==> config.mk <==
export PLATFORM = sky130hd
export DESIGN_NAME = mac_status_mode_control
export DESIGN_NICKNAME = d
export VERILOG_FILES = /design/src/rtl/mac_pkg.sv /design/src/rtl/mac_op_if.sv /design/src/rtl/mac_arith.sv /design/src/rtl/mac_status_mode_control.sv
export VERILOG_INCLUDE_DIRS = /design/src /design/src/rtl
export SDC_FILE = /design/constraint.sdc
export NUM_CORES = 2
export LEC_CHECK = 0
export BUFFER_PORTS_ARGS = -buffer_cell sky130_fd_sc_hd__buf_2
export CAP_MARGIN = 40
export CELL_PAD_IN_SITES_DETAIL_PLACEMENT = 1
export CELL_PAD_IN_SITES_GLOBAL_PLACEMENT = 1
export CORE_MARGIN = 4
export CORE_UTILIZATION = 45
export CTS_BUF_LIST = sky130_fd_sc_hd__clkbuf_8
export DETAILED_ROUTE_END_ITERATION = 12
export PLACE_DENSITY = 0.76
export SYNTH_ARGS = -nofsm -noshare
export SYNTH_HDL_FRONTEND = slang
export SYNTH_SLANG_ARGS = --single-unit
==> constraint.sdc <==
create_clock -name clock -period 26.3 [get_ports clock]
set_input_delay 1.315 -clock clock [delete_from_list [all_inputs] [get_ports clock]]
set_output_delay 1.315 -clock clock [all_outputs]
set_load 0.01 [all_outputs]
==> src/rtl/mac_params.svh <==
// Constants for the multiply-accumulate status and mode control block
// Included by the package users; holds definitions only

`ifndef MAC_PARAMS_SVH
`define MAC_PARAMS_SVH

// ----------------------------------------------------------------------
// Register map, byte addresses on APB
// ----------------------------------------------------------------------
`define MAC_AW 8
`define MAC_STATUS_OFS 8'h00
`define MAC_ACC_OFS 8'h04
`define MAC_IRQ_STAT_OFS 8'h08
`define MAC_IRQ_MASK_OFS 8'h0C

// ----------------------------------------------------------------------
// Status register fields
// ----------------------------------------------------------------------
`define MAC_STATUS_W 8
`define MAC_STATUS_RST 8'h00
`define BIT_SAT 7
`define BIT_UNS 6
`define BIT_FRAC 5
`define BIT_ROUND 4
`define BIT_NEG 3
`define BIT_ZERO 2
`define BIT_OVF 1
`define BIT_CARRY 0
`define MAC_RSVD_W 24

// ----------------------------------------------------------------------
// Accumulator constants
// ----------------------------------------------------------------------
`define MAC_ACC_RST 32'h0000_0000
`define MAC_SAT_POS 32'h7FFF_FFFF
`define MAC_SAT_NEG 32'h8000_0000
`define MAC_SAT_UMAX 32'hFFFF_FFFF
`define MAC_SAT_UMIN 32'h0000_0000
`define MAC_HALF32 32'h8000_0000
`define MAC_CLIP16 16'h7FFF

// ----------------------------------------------------------------------
// Interrupt status and mask
// ----------------------------------------------------------------------
`define IRQ_OVF 0
`define IRQ_SAT 1
`define IRQ_W 2
`define IRQ_RST 2'h0

`endif

==> src/rtl/mac_pkg.sv <==
// Types shared by the multiply-accumulate control and datapath
// Assumes nothing beyond a SystemVerilog compiler

package mac_pkg;

  // Operations issued by the execution pipeline
  typedef enum logic [2:0]
  {
    OP_IDLE,
    OP_MULTIPLY_ACC,
    OP_MULTIPLY_SUBTRACT,
    OP_LOAD_ACC,
    OP_SIGNED_MULTIPLY,
    OP_UNSIGNED_MULTIPLY,
    OP_STORE_ACC
  } macOp_e;

endpackage : mac_pkg

==> src/rtl/mac_op_if.sv <==
// Bundle between the control block and the arithmetic datapath
// Assumes the datapath is purely combinational

`timescale 1ns/1ps

interface mac_op_if;
  import mac_pkg::*;

  // Mode bits and operation from the control side
  logic saturate;
  logic unsignedMode;
  logic fractional;
  logic roundMode;
  logic hold;
  logic opLong;
  macOp_e op;
  logic [31:0] opA;
  logic [31:0] opB;
  logic [31:0] acc;
  // Results from the datapath
  logic [31:0] accNext;
  logic [31:0] satValue;
  logic [31:0] mulResult;
  logic [31:0] storeValue;
  logic overflow;

  modport ctrl
  (
    output saturate, unsignedMode, fractional, roundMode, hold, opLong,
    output op, opA, opB, acc,
    input accNext, satValue, mulResult, storeValue, overflow
  );

  modport arith
  (
    input saturate, unsignedMode, fractional, roundMode, hold, opLong,
    input op, opA, opB, acc,
    output accNext, satValue, mulResult, storeValue, overflow
  );
endinterface : mac_op_if

==> src/rtl/mac_arith.sv <==
// Combinational multiply, accumulate, saturate and store rounding
// Assumes the control side holds the operands stable for the cycle

`timescale 1ns/1ps
`include "mac_params.svh"

module mac_arith
(
  // Operation in, results out
  mac_op_if.arith opIf
);
  import mac_pkg::*;

  // Sign or zero extend a word or long operand to 33 bits
  function automatic logic [32:0] extend(input logic [31:0] v,
                                         input logic wide,
                                         input logic sgn);
    extend = wide ? {sgn & v[31], v} : {{17{sgn & v[15]}}, v[15:0]};
  endfunction : extend

  // ----------------------------------------------------------------------
  // Multiplier
  // ----------------------------------------------------------------------
  wire isSub = (opIf.op == OP_MULTIPLY_SUBTRACT);
  wire isAccOp = (opIf.op == OP_MULTIPLY_ACC) | isSub;
  // Fractions are always signed; integers follow the unsigned bit
  wire accSigned = opIf.fractional | ~opIf.unsignedMode;
  wire mulSigned = (opIf.op == OP_SIGNED_MULTIPLY) | (isAccOp & accSigned);
  wire [32:0] extA = extend(opIf.opA, opIf.opLong, mulSigned);
  wire [32:0] extB = extend(opIf.opB, opIf.opLong, mulSigned);
  wire signed [65:0] prodFull = $signed(extA) * $signed(extB);

  // ----------------------------------------------------------------------
  // Fractional alignment and product rounding
  // ----------------------------------------------------------------------
  // A fraction product carries two sign bits, so shift left by one
  wire [63:0] fracLong = {prodFull[62:0], 1'b0};
  wire [31:0] fracHi = fracLong[63:32];
  wire [31:0] fracLo = fracLong[31:0];
  // Halfway rounds toward the even upper half; cleared bit truncates
  wire roundUp = opIf.roundMode & ((fracLo > `MAC_HALF32) |
                 ((fracLo == `MAC_HALF32) & fracHi[0]));
  wire [31:0] fracVal = opIf.opLong ? fracHi + {31'h0, roundUp}
                                    : {prodFull[30:0], 1'b0};
  wire [31:0] value = opIf.fractional ? fracVal : prodFull[31:0];

  // ----------------------------------------------------------------------
  // Accumulate and saturate
  // ----------------------------------------------------------------------
  wire [32:0] extV = {accSigned & value[31], value};
  wire [32:0] extAcc = {accSigned & opIf.acc[31], opIf.acc};
  wire [32:0] sum = isSub ? extAcc - extV : extAcc + extV;
  // Signed overflow shows as a sign mismatch, unsigned as carry or borrow
  wire ovfRaw = accSigned ? (sum[32] ^ sum[31]) : sum[32];
  wire posDir = isSub ? value[31] : ~value[31];
  assign opIf.satValue = accSigned ?
    (posDir ? `MAC_SAT_POS : `MAC_SAT_NEG) :
    (isSub ? `MAC_SAT_UMIN : `MAC_SAT_UMAX);
  assign opIf.overflow = isAccOp & ~opIf.hold & ovfRaw;
  // A held accumulator ignores accumulate operations
  assign opIf.accNext = opIf.hold ? opIf.acc :
    (opIf.overflow & opIf.saturate) ? opIf.satValue : sum[31:0];
  assign opIf.mulResult = prodFull[31:0];

  // ----------------------------------------------------------------------
  // Accumulator store, optionally rounded to 16 bits
  // ----------------------------------------------------------------------
  wire up16 = opIf.acc[15] & ((opIf.acc[14:0] != 15'h0) | opIf.acc[16]);
  wire [16:0] rnd17 = {opIf.acc[31], opIf.acc[31:16]} + {16'h0, up16};
  // Rounding the top positive value would wrap, so it clips instead
  wire [15:0] r16 = (rnd17[16] ^ rnd17[15]) ? `MAC_CLIP16 : rnd17[15:0];
  assign opIf.storeValue = (opIf.fractional & opIf.unsignedMode) ?
    {16'h0, r16} : opIf.acc;

endmodule : mac_arith

==> src/rtl/mac_status_mode_control.sv <==
// Status and mode control of the multiply-accumulate unit
// Assumes an APB master and a pipeline issuing at most one op a cycle,
// both on clock
//
// Summary of operation
// - Overflow with saturation loads saturation constant
// - Saturated accumulator ignores accumulates until cleared
// - Signed saturation to most positive or negative
// - Unsigned saturation to zero or all ones
// - Unsigned bit picks integer signedness and constants
// - Fractional store with bit clear is full
// - Fractional store rounds to sixteen bits, even
// - Fraction bit selects fraction or integer operands
// - Fractions are signed two's complement values
// - Truncate drops product low bits
// - Round mode rounds long product, ties even
// - Negative flag follows result sign bit
// - Zero flag set when result zero
// - Only accumulate and load ops update flags
// - Overflow sticky until accumulator or status load
//
// Our own choices: the APB slave port and the register offsets.

`timescale 1ns/1ps
`include "mac_params.svh"

module mac_status_mode_control
(
  // Clock and reset
  input wire logic clock,
  input wire logic rst_b,
  // APB slave
  input wire logic [`MAC_AW-1:0] paddr,
  input wire logic psel,
  input wire logic penable,
  input wire logic pwrite,
  input wire logic [31:0] pwdata,
  output logic [31:0] prdata,
  output logic pready,
  output logic pslverr,
  // Pipeline operation
  input wire logic opValid,
  input wire mac_pkg::macOp_e opCode,
  input wire logic opLong,
  input wire logic [31:0] opA,
  input wire logic [31:0] opB,
  input wire logic [31:0] opLoad,
  // Results and interrupt
  output logic resultValid,
  output logic [31:0] resultData,
  output logic irq
);
  import mac_pkg::*;

  // ----------------------------------------------------------------------
  // State
  // ----------------------------------------------------------------------
  logic [`MAC_STATUS_W-1:0] status_q;
  logic [`MAC_STATUS_W-1:0] status_d;
  logic [31:0] acc_q;
  logic [31:0] acc_d;
  logic [`IRQ_W-1:0] irqStat_q;
  logic [`IRQ_W-1:0] irqStat_d;
  logic [`IRQ_W-1:0] irqMask_q;
  logic [`IRQ_W-1:0] irqMask_d;
  logic [31:0] prdata_q;
  logic pready_q;
  logic pslverr_q;
  logic resultValid_q;
  logic [31:0] resultData_q;
  logic irq_q;

  mac_op_if opIf ();

  mac_arith arith
  (
    .opIf (opIf.arith)
  );

  // ----------------------------------------------------------------------
  // APB decode
  // ----------------------------------------------------------------------
  // Zero wait state: ready rises in the access phase after each setup
  wire setup = psel & ~penable;
  wire access = psel & penable & pready_q;
  wire hitStatus = (paddr == `MAC_STATUS_OFS);
  wire hitAcc = (paddr == `MAC_ACC_OFS);
  wire hitIrqStat = (paddr == `MAC_IRQ_STAT_OFS);
  wire hitIrqMask = (paddr == `MAC_IRQ_MASK_OFS);
  wire mapped = hitStatus | hitAcc | hitIrqStat | hitIrqMask;
  wire wrEn = access & pwrite;
  wire wrStatus = wrEn & hitStatus;
  wire wrAcc = wrEn & hitAcc;
  wire wrIrqStat = wrEn & hitIrqStat;
  wire wrIrqMask = wrEn & hitIrqMask;

  // Read data, reserved status bits forced low
  wire [31:0] statusWord = {{`MAC_RSVD_W{1'b0}}, status_q};
  wire [31:0] rdWord =
    hitStatus ? statusWord :
    hitAcc ? acc_q :
    hitIrqStat ? {{(32-`IRQ_W){1'b0}}, irqStat_q} :
    hitIrqMask ? {{(32-`IRQ_W){1'b0}}, irqMask_q} : 32'h0000_0000;

  // ----------------------------------------------------------------------
  // Operation decode
  // ----------------------------------------------------------------------
  wire accumOp = opValid & ((opCode == OP_MULTIPLY_ACC) |
                            (opCode == OP_MULTIPLY_SUBTRACT));
  wire loadOp = opValid & (opCode == OP_LOAD_ACC);
  wire mulOp = opValid & ((opCode == OP_SIGNED_MULTIPLY) |
                          (opCode == OP_UNSIGNED_MULTIPLY));
  wire storeOp = opValid & (opCode == OP_STORE_ACC);
  // A pipeline load or accumulate op wins over an APB accumulator write in the same cycle
  wire accLoad = loadOp | (wrAcc & ~accumOp);
  wire [31:0] loadValue = loadOp ? opLoad : pwdata;
  wire ovfEvent = accumOp & opIf.overflow;
  wire satEvent = ovfEvent & status_q[`BIT_SAT];

  // Datapath inputs
  assign opIf.saturate = status_q[`BIT_SAT];
  assign opIf.unsignedMode = status_q[`BIT_UNS];
  assign opIf.fractional = status_q[`BIT_FRAC];
  assign opIf.roundMode = status_q[`BIT_ROUND];
  // Saturation latched: held until overflow cleared or a direct load
  assign opIf.hold = status_q[`BIT_SAT] & status_q[`BIT_OVF];
  assign opIf.opLong = opLong;
  assign opIf.op = opCode;
  assign opIf.opA = opA;
  assign opIf.opB = opB;
  assign opIf.acc = acc_q;

  // ----------------------------------------------------------------------
  // Next state
  // ----------------------------------------------------------------------
  assign acc_d = accLoad ? loadValue : accumOp ? opIf.accNext : acc_q;

  // Status: written modes first, then op flag updates on top so that an
  // overflow in the same cycle as a clearing write is not lost
  always_comb
  begin
    status_d = wrStatus ? pwdata[`MAC_STATUS_W-1:0] : status_q;
    status_d[`BIT_CARRY] = 1'b0;
    if (accLoad)
    begin
      status_d[`BIT_NEG] = loadValue[31];
      status_d[`BIT_ZERO] = (loadValue == 32'h0000_0000);
      status_d[`BIT_OVF] = 1'b0;
    end
    else if (accumOp)
    begin
      status_d[`BIT_NEG] = opIf.accNext[31];
      status_d[`BIT_ZERO] = (opIf.accNext == 32'h0000_0000);
      status_d[`BIT_OVF] = status_d[`BIT_OVF] | opIf.overflow;
    end
  end

  // Interrupt status: write one to clear, a new event wins
  assign irqStat_d = (irqStat_q & ~(wrIrqStat ? pwdata[`IRQ_W-1:0] :
                     `IRQ_RST)) | {satEvent, ovfEvent};
  assign irqMask_d = wrIrqMask ? pwdata[`IRQ_W-1:0] : irqMask_q;

  // ----------------------------------------------------------------------
  // Registers
  // ----------------------------------------------------------------------
  always_ff @(posedge clock)
  begin
    if (!rst_b)
    begin
      status_q <= `MAC_STATUS_RST;
      acc_q <= `MAC_ACC_RST;
      irqStat_q <= `IRQ_RST;
      irqMask_q <= `IRQ_RST;
      irq_q <= 1'b0;
    end
    else
    begin
      status_q <= status_d;
      acc_q <= acc_d;
      irqStat_q <= irqStat_d;
      irqMask_q <= irqMask_d;
      irq_q <= |(irqStat_d & irqMask_d);
    end
  end

  // Bus answer; read data is sampled in the setup cycle
  always_ff @(posedge clock)
  begin
    if (!rst_b)
    begin
      prdata_q <= 32'h0000_0000;
      pready_q <= 1'b0;
      pslverr_q <= 1'b0;
    end
    else
    begin
      prdata_q <= setup ? rdWord : prdata_q;
      pready_q <= setup;
      pslverr_q <= setup & ~mapped;
    end
  end

  // Multiply and store results, one cycle after the op
  always_ff @(posedge clock)
  begin
    if (!rst_b)
    begin
      resultValid_q <= 1'b0;
      resultData_q <= 32'h0000_0000;
    end
    else
    begin
      resultValid_q <= mulOp | storeOp;
      resultData_q <= mulOp ? opIf.mulResult : opIf.storeValue;
    end
  end

  assign prdata = prdata_q;
  assign pready = pready_q;
  assign pslverr = pslverr_q;
  assign resultValid = resultValid_q;
  assign resultData = resultData_q;
  assign irq = irq_q;
endmodule : mac_status_mode_control

==> metrics.cfg <==
[min_path]
hp-class=flip-flop to flip-flop

[clock_network]
cts_resized=0
h-tree-depth=3
cts_tree=built
cts_sinks=111
cts_buffer_depth=2
cts-root-buf=clkbuf_8
cts_hold_buf=0
cts_setup_buffers=0
clk_pin_slew_ns=0.12
clk_latency_ns=0.40
cts_made_buffers=9

[placed_design]
globalplace.congestion=0.9710
hpwl_um=140700
port_buffers=213

[sta]
skew_ns=0.01308
fmax_mhz=48.98
tns_ns=0
finalSetupViolations=0
drv_slew=0
finalCritPeriodShare=0.7764
hold_viol=0
slew-limit-headroom=0.3387
grt_setup_unrepaired=false
period_needed_ns=20.42
worstMarginPinSlew_ns=0.9920

[grt]
grt_pass1_wl_um=268300
antenna_found_initial=0
grt_max_degree=58
grt_pass1_vias=46020
grt_use_total=0.3051
overflow=0

[final_layout]
drive_above_1_share=0.06972
final_common_cell=fa_1
diodes=0
fin_nets=7197
area_delta_synth_final_pct=5.265
layout_common_cells=1114 x fa_1, 1070 x inv_1, 973 x nand2_1, 298 x and2_1, 252 x nor2_1
final_util=0.4779

[floorplan]
start_util=0.4540
pin_count=214
fp.dieW_um=336.9
die_h_um=336.9
rows=120
core_area_um2=107200
die-area_um2=113500

[synthesis]
synth-seq-area-share=0.04566
synth_ff_type=dfxtp_1
ys_top_cells_by_area=fa_1 46%, inv_1 8.3%, nand2_1 7.5%, ha_1 6.3%, dfxtp_1 4.6%
yosysUniqueCellTypes=110
synth_edf_count=0
ys_warn_count=0
netlist_area_um2=48670
synth_async_sr_flop_share=0
ys_ff_latch=111
synth_area_leader_cell=fa_1
synth_fp_nets=7215
synth.avg_cell_area_um2=8.527
synth_top_area_share=0.4582
syn_inst=5708

[worst_setup_path]
slowest_stage=a2111oi_0
end_kind=flip-flop
cpPeakStageDelay_ns=0.81
crit_required_ns=26.63
cp_top_family=compound AO/OA/AOI/OAI gates
critPathBufInv=12
worst-setup-path-type=primary input to flip-flop
crit_arrival_ns=20.75
start_kind=primary input
cp_max_fo=29

[drt]
drt_iter0_drc=2496
first_pass_iters=5
viasPerCell=5.775
ant_nets=0
vias=40990
routed_wl_um=170400
drc_errors=0
post_drt_wl_per_cell_um=24.01

[status]
outcome=complete, no violations

[run]
cap_viol_max_count=0

cell type report:
class                   instances  area, um2
multi-input cells            4191      41120
fillers                     12900      55970
flip-flops and latches        111       2222
repair buffers                305       1909
clock inverters                 6      76.32
clock buffers                   9      123.9
inverters                    1072       4024
well taps                    1403       1755
cells by family after synthesis:
logic type,synth area share
xor+xnor,0.02751
compound gates,0.1057
flops,0.04566
mux,0.008021
simple gates,0.1814
fa+ha+maj,0.5217
buf+inv,0.1099
metal layers:
| metal | vias to the layer above | global-route usage | routed length (um) |
|---|---|---|---|
| met5 | - | 0 | 0 |
| met4 | 0 | 0.1182 | 7928 |
| met3 | 377 | 0.03104 | 10170 |
| met2 | 1491 | 0.5293 | 82720 |
| met1 | 21520 | 0.3944 | 69620 |
| li1 | 17610 | - | - |
final timing paths:
kind	slack [ns]	depth (start not counted)	from	endpoint
setup / recovery	5.88	68	opCode[0]	status_q[2]$_SDFFE_PN0P_
hold / removal	0.49	2	irqStat_q[0]$_SDFF_PN0_	irqStat_q[0]$_SDFF_PN0_
setup reg to reg	6.05	68	status_q[5]$_SDFFE_PN0P_	status_q[2]$_SDFFE_PN0P_
hold reg to reg	0.49	2	irqStat_q[0]$_SDFF_PN0_	irqStat_q[0]$_SDFF_PN0_
Yosys cell counts (all sizes together) (27+ instances only):
cell type  number
a21o           40
a21oi         228
a22oi          36
a31oi          37
and2          299
and3           38
buf            33
clkbuf        301
dfxtp         111
fa           1114
ha            247
inv          1072
mux2i          30
nand2         974
nand2b         30
nand3          83
nand4          35
nor2          252
nor3           53
nor4           27
o21a           64
o21ai         110
xnor2          89
xor2           63
sequential cells by signal (all words and copies together) (netlist names):
register     cells
acc_q           32
prdata          32
resultData      32
status_q         7
irqMask_q        2
irqStat_q        2
irq              1
pready           1
pslverr          1
resultValid      1
tightest hold or removal path: stages, from the launching register on:
cell,delay [ns]
dfxtp_1,0.34
nand2_1,0.06
a21oi_1,0.05
through the flow:
step | cell area (um2) | hold slack (ns) | worst slack [ns] | instances
6_report | 51230 | 0.4876 | 5.882 | 7097
5_1_grt | 51230 | 0.5204 | 4.551 | 7097
3_3_place_gp | 50730 | 0.4640 | 6.125 | 7062
2_1_floorplan | 48670 | 0.4424 | 9.348 | 5708
3_5_place_dp | 51020 | 0.4760 | 5.631 | 7081
4_1_cts | 51220 | 0.4904 | 6.005 | 7096
Power is not shown: default switching activity piles up to over one toggle a cycle in this logic, so the estimate is an artifact.
